### config.mk
export PLATFORM = sky130hd
export DESIGN_NAME = isr_status_core
export DESIGN_NICKNAME = d
export VERILOG_FILES = /design/src/hw/ieee_status_core.v
export VERILOG_INCLUDE_DIRS = /design/src /design/src/hw
export SDC_FILE = /design/constraint.sdc
export NUM_CORES = 1
export LEC_CHECK = 0
export ABC_AREA = 1
export BUFFER_PORTS_ARGS = -buffer_cell sky130_fd_sc_hd__buf_2
export CORE_UTILIZATION = 53
export CTS_BUF_LIST = sky130_fd_sc_hd__clkbuf_4 sky130_fd_sc_hd__clkbuf_8
export CTS_CLUSTER_SIZE = 12
export DETAILED_ROUTE_END_ITERATION = 10
export GPL_ROUTABILITY_DRIVEN = 0
export PLACE_DENSITY_LB_ADDON = 0.25
export SYNTH_ARGS = -nofsm -noshare
export SYNTH_HDL_FRONTEND = slang
export SYNTH_SLANG_ARGS = --single-unit
### constraint.sdc
create_clock -name clock_i -period 3.9 [get_ports clock_i]
set_clock_uncertainty 0.15 [all_clocks]
set_input_delay 0.195 -clock clock_i [delete_from_list [all_inputs] [get_ports clock_i]]
set_output_delay 0.195 -clock clock_i [all_outputs]
set_load 0.01 [all_outputs]
### src/hw/ieee_status_map.vh
// Constants for the status-reporting block: command codes, bit positions, reset values
`ifndef IEEE_STATUS_MAP_VH
`define IEEE_STATUS_MAP_VH

// ****************************************************
// Command codes presented on cmd_code_i
// ****************************************************
`define ISR_CMD_CLS     4'h0
`define ISR_CMD_ESE     4'h1
`define ISR_CMD_ESE_Q   4'h2
`define ISR_CMD_SRE     4'h3
`define ISR_CMD_SRE_Q   4'h4
`define ISR_CMD_ESR_Q   4'h5
`define ISR_CMD_STB_Q   4'h6
`define ISR_CMD_OPC     4'h7
`define ISR_CMD_OPC_Q   4'h8
`define ISR_CMD_TST_Q   4'h9

// ****************************************************
// Standard event status bit positions
// ****************************************************
`define ISR_ESR_PON     7
`define ISR_ESR_URQ     6
`define ISR_ESR_CME     5
`define ISR_ESR_EXE     4
`define ISR_ESR_DDE     3
`define ISR_ESR_QYE     2
`define ISR_ESR_RQC     1
`define ISR_ESR_OPC     0

// ****************************************************
// Status byte bit positions
// ****************************************************
`define ISR_STB_OSS     7
`define ISR_STB_RQS     6
`define ISR_STB_ESB     5
`define ISR_STB_MAV     4

// ****************************************************
// Reset values and fixed answers
// ****************************************************
`define ISR_ESR_RESET   8'h80
`define ISR_MASK_RESET  8'h00
`define ISR_ZERO_BYTE   8'h00
`define ISR_LOW_NIBBLE  4'h0
`define ISR_OPC_ANSWER  8'h01
`define ISR_ONE_DIGIT   2'h1

`endif

### src/hw/ieee_status_core.v
// Status-reporting register bank: event status, enables, status byte and common queries
`include "ieee_status_map.vh"

module isr_status_core #(
	parameter DW = 8 // Width of every status register
) (
	input wire clock_i, // System clock, 40 MHz
	input wire rstn_i, // Synchronous reset, active low
	input wire cmd_valid_i, // One-cycle command strobe
	input wire [3:0] cmd_code_i, // Command code
	input wire [DW-1:0] cmd_value_i, // Decoded NR1 argument
	input wire [DW-1:1] event_i, // Event pulses for bits 7..1
	input wire meas_busy_i, // High while measurements pending
	input wire oper_summary_i, // Operation status summary level
	input wire msg_avail_i, // Output queue holds a message
	input wire test_done_i, // Self-test finished pulse
	input wire [DW-1:0] test_errsum_i, // Sum of self-test error codes
	output reg cmd_ready_o, // Low while a query waits
	output reg reply_valid_o, // One-cycle answer strobe
	output reg [DW-1:0] reply_value_o, // Answer as a binary value
	output reg [11:0] reply_bcd_o, // Answer as three decimal digits
	output reg [1:0] reply_ndig_o, // Significant digit count
	output reg test_start_o, // Self-test launch pulse
	output reg srq_o, // Request-service level
	output reg [DW-1:0] ese_o, // Event enable mask
	output reg [DW-1:0] sre_o, // Service enable mask
	output reg [DW-1:0] esr_o, // Event status register
	output reg [DW-1:0] stb_o // Status byte
);

	// ****************************************************
	// States, one-hot
	// ****************************************************
	localparam [2:0] ST_IDLE = 3'b001; // Accepting commands
	localparam [2:0] ST_WOPC = 3'b010; // Waiting for idle to answer
	localparam [2:0] ST_WTST = 3'b100; // Waiting for self-test

	reg [2:0] state_reg; // Current state
	reg [2:0] state_next; // Next state
	reg opc_arm_reg; // Completion bit armed
	reg opc_arm_next; // Next arm value
	reg [DW-1:0] esr_next; // Next event status
	reg [DW-1:0] ese_next; // Next event mask
	reg [DW-1:0] sre_next; // Next service mask
	reg [DW-1:0] stb_next; // Next status byte
	reg rep_next; // Answer strobe next
	reg [DW-1:0] rep_val_next; // Answer value next
	reg tst_next; // Self-test launch next
	reg [DW-1:0] set_bits; // Bits set this cycle
	reg esb; // Event summary

	// ****************************************************
	// Helpers
	// ****************************************************
	// Binary byte to three packed decimal digits
	function [11:0] to_bcd;
		input [7:0] v;
		reg [7:0] hun; // Hundreds digit
		reg [7:0] ten; // Tens digit
		reg [7:0] one; // Units digit
		begin
			hun = v / 8'h64;
			ten = (v / 8'h0a) % 8'h0a;
			one = v % 8'h0a;
			// Each digit fits one nibble, so only the low nibble is kept
			to_bcd = {hun[3:0], ten[3:0], one[3:0]};
		end
	endfunction

	// Digits needed to print a byte in decimal
	function [1:0] ndig;
		input [7:0] v;
		begin
			if (v >= 8'h64) begin
				ndig = 2'h3;
			end else if (v >= 8'h0a) begin
				ndig = 2'h2;
			end else begin
				ndig = `ISR_ONE_DIGIT;
			end
		end
	endfunction

	// ****************************************************
	// Next-state logic
	// ****************************************************
	always @* begin
		state_next = state_reg;
		opc_arm_next = opc_arm_reg;
		ese_next = ese_o;
		sre_next = sre_o;
		esr_next = esr_o;
		rep_next = 1'b0;
		rep_val_next = `ISR_ZERO_BYTE;
		tst_next = 1'b0;
		set_bits = {event_i, 1'b0}; // Hardware events, layout fixed
		// Armed completion fires once measurements are done
		if (opc_arm_reg && !meas_busy_i) begin
			set_bits[`ISR_ESR_OPC] = 1'b1;
			opc_arm_next = 1'b0;
		end
		case (state_reg)
			ST_IDLE: begin
				if (cmd_valid_i) begin
					case (cmd_code_i)
						`ISR_CMD_CLS: begin
							esr_next = `ISR_ZERO_BYTE;
							opc_arm_next = 1'b0;
						end
						`ISR_CMD_ESE: begin
							ese_next = cmd_value_i;
						end
						`ISR_CMD_ESE_Q: begin
							rep_next = 1'b1;
							rep_val_next = ese_o;
						end
						`ISR_CMD_SRE: begin
							sre_next = cmd_value_i;
						end
						`ISR_CMD_SRE_Q: begin
							rep_next = 1'b1;
							rep_val_next = sre_o;
						end
						`ISR_CMD_ESR_Q: begin
							rep_next = 1'b1;
							rep_val_next = esr_o;
							esr_next = `ISR_ZERO_BYTE;
						end
						`ISR_CMD_STB_Q: begin
							rep_next = 1'b1;
							rep_val_next = stb_o;
						end
						`ISR_CMD_OPC: begin
							opc_arm_next = 1'b1;
						end
						`ISR_CMD_OPC_Q: begin
							state_next = ST_WOPC;
						end
						`ISR_CMD_TST_Q: begin
							tst_next = 1'b1;
							state_next = ST_WTST;
						end
						default: begin
							// Unknown codes are ignored
						end
					endcase
				end
			end
			ST_WOPC: begin
				// Answer binary one (8'h01) only when nothing is pending
				if (!meas_busy_i) begin
					rep_next = 1'b1;
					rep_val_next = `ISR_OPC_ANSWER;
					state_next = ST_IDLE;
				end
			end
			ST_WTST: begin
				// Error sum is zero for a clean test
				if (test_done_i) begin
					rep_next = 1'b1;
					rep_val_next = test_errsum_i;
					state_next = ST_IDLE;
				end
			end
			default: begin
				state_next = ST_IDLE;
			end
		endcase
		// A set arriving with a clear still lands
		esr_next = esr_next | set_bits;
		// Status byte follows the new register contents
		esb = |(esr_next & ese_next);
		stb_next = `ISR_ZERO_BYTE;
		stb_next[`ISR_STB_OSS] = oper_summary_i;
		stb_next[`ISR_STB_ESB] = esb;
		stb_next[`ISR_STB_MAV] = msg_avail_i;
		stb_next[3:0] = `ISR_LOW_NIBBLE;
		// Request service ignores its own enable bit: that bit is still clear here
		stb_next[`ISR_STB_RQS] = |(stb_next & sre_next);
	end

	// ****************************************************
	// Registers
	// ****************************************************
	always @(posedge clock_i) begin
		if (!rstn_i) begin
			state_reg <= ST_IDLE;
			opc_arm_reg <= 1'b0;
			ese_o <= `ISR_MASK_RESET;
			sre_o <= `ISR_MASK_RESET;
			esr_o <= `ISR_ESR_RESET; // Power-on bit set
			stb_o <= `ISR_ZERO_BYTE;
			srq_o <= 1'b0;
			cmd_ready_o <= 1'b0;
			reply_valid_o <= 1'b0;
			reply_value_o <= `ISR_ZERO_BYTE;
			reply_bcd_o <= 12'h000;
			reply_ndig_o <= 2'h0;
			test_start_o <= 1'b0;
		end else begin
			state_reg <= state_next;
			opc_arm_reg <= opc_arm_next;
			ese_o <= ese_next;
			sre_o <= sre_next;
			esr_o <= esr_next;
			stb_o <= stb_next;
			srq_o <= stb_next[`ISR_STB_RQS];
			cmd_ready_o <= (state_next == ST_IDLE);
			reply_valid_o <= rep_next;
			reply_value_o <= rep_val_next;
			reply_bcd_o <= to_bcd(rep_val_next);
			reply_ndig_o <= ndig(rep_val_next);
			test_start_o <= tst_next;
		end
	end

endmodule

* Word level (Yosys, flattened, before mapping) *
Index checks and enable logic that the tools add are counted.

operators by class
  divide/modulo/power cells = 4
  order comparisons = 2
  equality and inequality tests = 13
  muxes and demuxes = 32
  bitwise gates (word level) = 3
  reduce and logical (&&, ||, !) cells = 8

operators with widths
  operator               number
  $mux W8                11
  $pmux W8 S4            1
  $pmux W8 S3            1
  $and A8 B8 Y8          2
  $eq A4 B3 Y1 const B   4
  $mod A8 B4 Y8 const B  2
  $reduce_or A8 Y1       2
  $mux W1                10
  $mux W3                3
  $pmux W3 S3            1
  $div A8 B4 Y8 const B  1
  $div A8 B7 Y8 const B  1
  $eq A4 B2 Y1 const B   2
  $eq A4 B4 Y1 const B   2
  $ge A8 B4 Y1 const B   1
  $ge A8 B7 Y1 const B   1
  $or A8 B8 Y8           1
  $eq A3 B1 Y1 const B   2
  $pmux W3 S2            1
  $eq A4 B1 Y1 const B   1
  $logic_not A4 Y1       1
  $mux W2                2
  $reduce_or A4 Y1       1
  $eq A3 B2 Y1 const B   1
  7 further kinds        7

word-level totals
  flip-flop bits (word level) = 62
  input bits = 34
  output and inout port bits = 58
  word-level logic and storage cells = 76

* Longest topological paths before layout *
  depth after elaboration = 10
  mapped depth = 35
  depth with buffers taken out = 35

* Worst setup path before layout *
No wires, ideal clock.

  path type = reg2reg
  start point = register state_reg[0]
  end point = register reply_bcd_o[7]
  setup time = 70 ps
  arrival time = 3,029 ps
  data required time = 3,680 ps
  slack = 651 ps
  stages on the path, launching flop included = 32
  path buffers = 0
  clock period less this slack = 3,249 ps
  cell sequence = dfxtp_1 -> nor3_2 -> inv_2 -> nor2_2 -> nand2_1 -> nand2_8 -> inv_2 -> nand2_2 -> nand3_2 -> nand2_2 -> nand2_4 -> nand2_2 -> nand2_2 -> inv_2 -> nand2_4 -> nand2_4 -> nand2_2 -> nand2_2 -> inv_2 -> nand2_2 -> nand2_4 -> nand2_1 -> nand3_1 -> nand2_2 -> nand3_2 -> nand3_1 -> nand2_2 -> ha_1 -> nand3b_1 -> nand2_1 -> nand2_1 -> a21oi_1

between the ends
  word-level cells in the longest chain between the ends = 4
  elaborated cells between the ends (all ways) = 6
  classes of those cells = div: 2; eq/ne: 3; mux: 1

ends and longest elaborated chain
  item                                  RTL line                source
  from (decl)                           ieee_status_core.v:38   reg [2:0] state_reg;
  from (signal assigned)                ieee_status_core.v:201  state_reg <= state_next;
  $eq A3 B3 Y1 (tied with other cells)  ieee_status_core.v:102  case (state_reg)
  $pmux W8 S3 (*)                       ieee_status_core.v:102
  $div A8 B4 Y8 (*)                     ieee_status_core.v:63   ten = (v / 8'h0a) % 8'h0a;
  $mod A8 B4 Y8 (*)                     ieee_status_core.v:63
  to (signal assigned)                  ieee_status_core.v:211  reply_bcd_o <= to_bcd(rep_val_next);
  to (decl)                             ieee_status_core.v:21   output reg [11:0] reply_bcd_o,

Every way passes the cells marked *; elsewhere a longest branch is shown, timed or not.
A chain may end at the register's enable or synchronous reset.

* Worst setup path in the final report *
  start point = register state_reg[1]
  end point = register reply_bcd_o[7]

Same word-level chain as after synthesis.

==> key figures <==
Outcome
  – Status: complete, no violations

Critical path
  – CP Class: reg2reg
  – Worst path required time: 3990 ps
  – Max incr delay on CP: approximately 380 ps
  – Reg-to-reg startpoint: state_reg[1]
  – Startpoint types: flop
  – Crit path DAT: approximately 3600 ps
  – CP bufs+invs: 5
  – Most used cell, CP: nand2_2
  – Critical path origin: state_reg[1]
  – CP max FO: 7
  – Crit end category: flop
  – Top delay family on crit path: simple AND/OR/NAND/NOR gates
  – Crit-path slowest cell: dfxtp_1

CTS
  – Longest Clk Path Bufs: 2
  – Clock Latency Late Sink: ~300 ps
  – CTS tree: yes
  – Clock buffer count from CTS: 5
  – Clk sink count: between 50 and 60
  – Clock Pin Slew Worst Setup and Hold Paths: approximately 100 ps
  – Post-CTS Setup Inserts: 0
  – CTS root buf: clkbuf_8
  – H-tree depth: 2

STA
  – Slew headroom: 0.466
  – Worst-margin pin slew: between 700 and 800 ps
  – WHS: 10.7 ps
  – Final setup viols: 0
  – Final period util: 0.907
  – Total negative slack: 0 ps
  – Crit path time final: 3540 ps
  – Final Max Tran Viols: 0
  – RSZ-0062 raised after global routing: false
  – Final Hold Fails: 0
  – Max Clk Rate: about 280 MHz

Synthesis
  – Mapped Cells: 429
  – Warnings from Yosys: 0
  – Synth area leaders: dfxtp_1 (36%), nand2_1 (10%), nor2_1 (7.5%)
  – Yosys cell types: 41
  – Seq/Total Area, Yosys: 0.360
  – Largest area contributor in the netlist: dfxtp_1
  – Main flop type after synthesis: dfxtp_1
  – Async SR Flop Fraction: 0
  – Post-synth EDFFs: 0
  – Mapped Area: 3000 um^2
  – Syn_area_per_cell: 7.00 um^2
  – Synthesis-stage register bit count: 54
  – Yosys top cell area share: 0.360

Floorplanning
  – Die Y: 77.3 um
  – Starting Density: 0.549
  – Site row count: 27
  – Die X: roughly 77 um
  – Die area: 5970 um^2
  – Num ports: between 90 and 100
  – Core Region: between 5000 and 6000 um^2

Job
  – Max_cap viols: 0

Cells and area
  – Most flops, register: reply_bcd_o
  – Max FFs per register: 9
  – Fin area: about 3600 um^2
  – Final #Nets: about 550
  – Area added between synthesis and finish: 20.0%
  – Share of layout cells above drive strength 1: 0.302
  – Number of diodes: 0
  – Fillers: slightly below 500
  – Most common cell after layout, fill and taps aside: buf_2
  – Final Util: 0.659
  – Most frequent cells in the layout: buf_2 (85), nand2_1 (80), nor2_1 (60), dfxtp_1 (53), inv_1 (48)

Drt
  – Pre-Repair DR Iteration Count: 5
  – Routed length per instance: 12.6 um
  – Vias: about 3000
  – Vias per inst: roughly 5.2
  – DRC: 0
  – Routed Antenna Nets: 0
  – DR iter-0 viols: between 200 and 250
  – Wirelength, routed: 7.44 mm

Hold path
  – Hold Path Class: in2reg
  – Hold Crit Start: cmd_value_i[3]

GRT
  – Largest net degree at the start of global routing: 22
  – Initial antenna violation count: 0
  – First-pass GRT wire length: roughly 13 mm
  – Grt ovf: 0
  – Gr usage total: 0.263
  – Vias in the first global route: ~2900

Power and ir drop
  – Cell Pwr Density: 285 nW/um^2
  – Max IR drop VDD: about 160 uV
  – Total power after layout: between 0.001 and 0.0015 W
  – Static leakage: 1.94 nW

Place
  – Placed inst area: roughly 3500 um^2
  – Port bufs: 85
  – Post-DP HPWL: ~5.9 mm
[stage by stage]
stage | setup slack (ps) | cells
after CTS | 203 | 588
final | 362 | 588
after floorplan | 651 | 434
after global routing | 3.41 | 588
after global placement | 299 | 578
after detailed placement | 154 | 578
[kinds of logic (layout without fill, tap and decap cells)]
kind of cell,after synthesis,after routing,synth area share
and+or+nand+nor,230,230,0.375
buffers and inverters,77,159,0.109
AOI/OAI and AO/OA,59,59,0.125
DFF,54,54,0.360
adders and majority gates,4,4,0.0167
muxes,3,3,0.0100
other,1,6,0.00125
xor gates and xnor gates,1,1,0.00292
[worst register-to-register path: cells and delay by family (launching register included)]
kind / cells / cell delay [ps]
and+or+nand+nor: 24 / 2240
AOI/OAI and AO/OA: 2 / 160
DFF: 1 / 380
adders and majority gates: 1 / 190
buffers and inverters: 5 / 390
[timing repair]
item / 4_1_cts / 5_1_grt
endpoints found under the setup margin: 0 / 3
gates resized for setup: 0 / 7
hold buffers: 2 / 0
endpoints found under the hold margin: 3 / 0
[path summary, 6_finish.rpt]
path	end	slack [ps]	cells after the start
max	reply_bcd_o[7]	360	32
min reg2reg	sre_o[2]	360	2
min	sre_o[3]	10	3
max reg2reg	reply_bcd_o[7]	360	32
[layer usage]
layer | wire length, um | track usage | up-vias
li1 | - | - | 1537
met1 | 3150 | 0.316 | 1379
met2 | 3650 | 0.438 | 103
met3 | 384 | 0.0429 | 24
met4 | 257 | 0.158 | 0
met5 | 0 | 0 | -
[where the power goes]
| part | total, W | internal [W] | switching, W | leakage (nW) |
|---|---|---|---|---|
| registers | 0.000574 | 0.000566 | 0.00000864 | 0.439 |
| logic | 0.000125 | 0.0000458 | 0.0000794 | 1.45 |
| clock network | 0.000329 | 0.000151 | 0.000178 | 0.0517 |
[synth_stat cells (2+ instances only)]
library cell  count
a21oi_1          14
buf_4             9
clkbuf_1          6
dfxtp_1          54
ha_1              4
inv_1            49
inv_2            12
mux2i_1           3
nand2_1          81
nand2_2          19
nand2_4           7
nand3_1          34
nand3_2           5
nand4_1           5
nor2_1           60
nor2_2            4
nor2_4            3
nor3_1            6
o21ai_0          14
o21ai_1           3
o21ai_2           2
o21bai_1          8
o221ai_1          4
o22ai_1           6
[area by class of cell]
cell class | count | area (um^2) | share of cell area
Clock buffer | 7 | 90.1 | 0.0250
Clock inverter | 1 | 5.00 | 0.00139
Inverter | 62 | 238 | 0.0659
Multi-Input combinational cell | 303 | 1640 | 0.455
Tap cell | 72 | 90.1 | 0.0250
Sequential cell | 54 | 1080 | 0.300
Timing Repair Buffer | 89 | 460 | 0.128
Note: power is estimated with default switching activity, not from simulation.
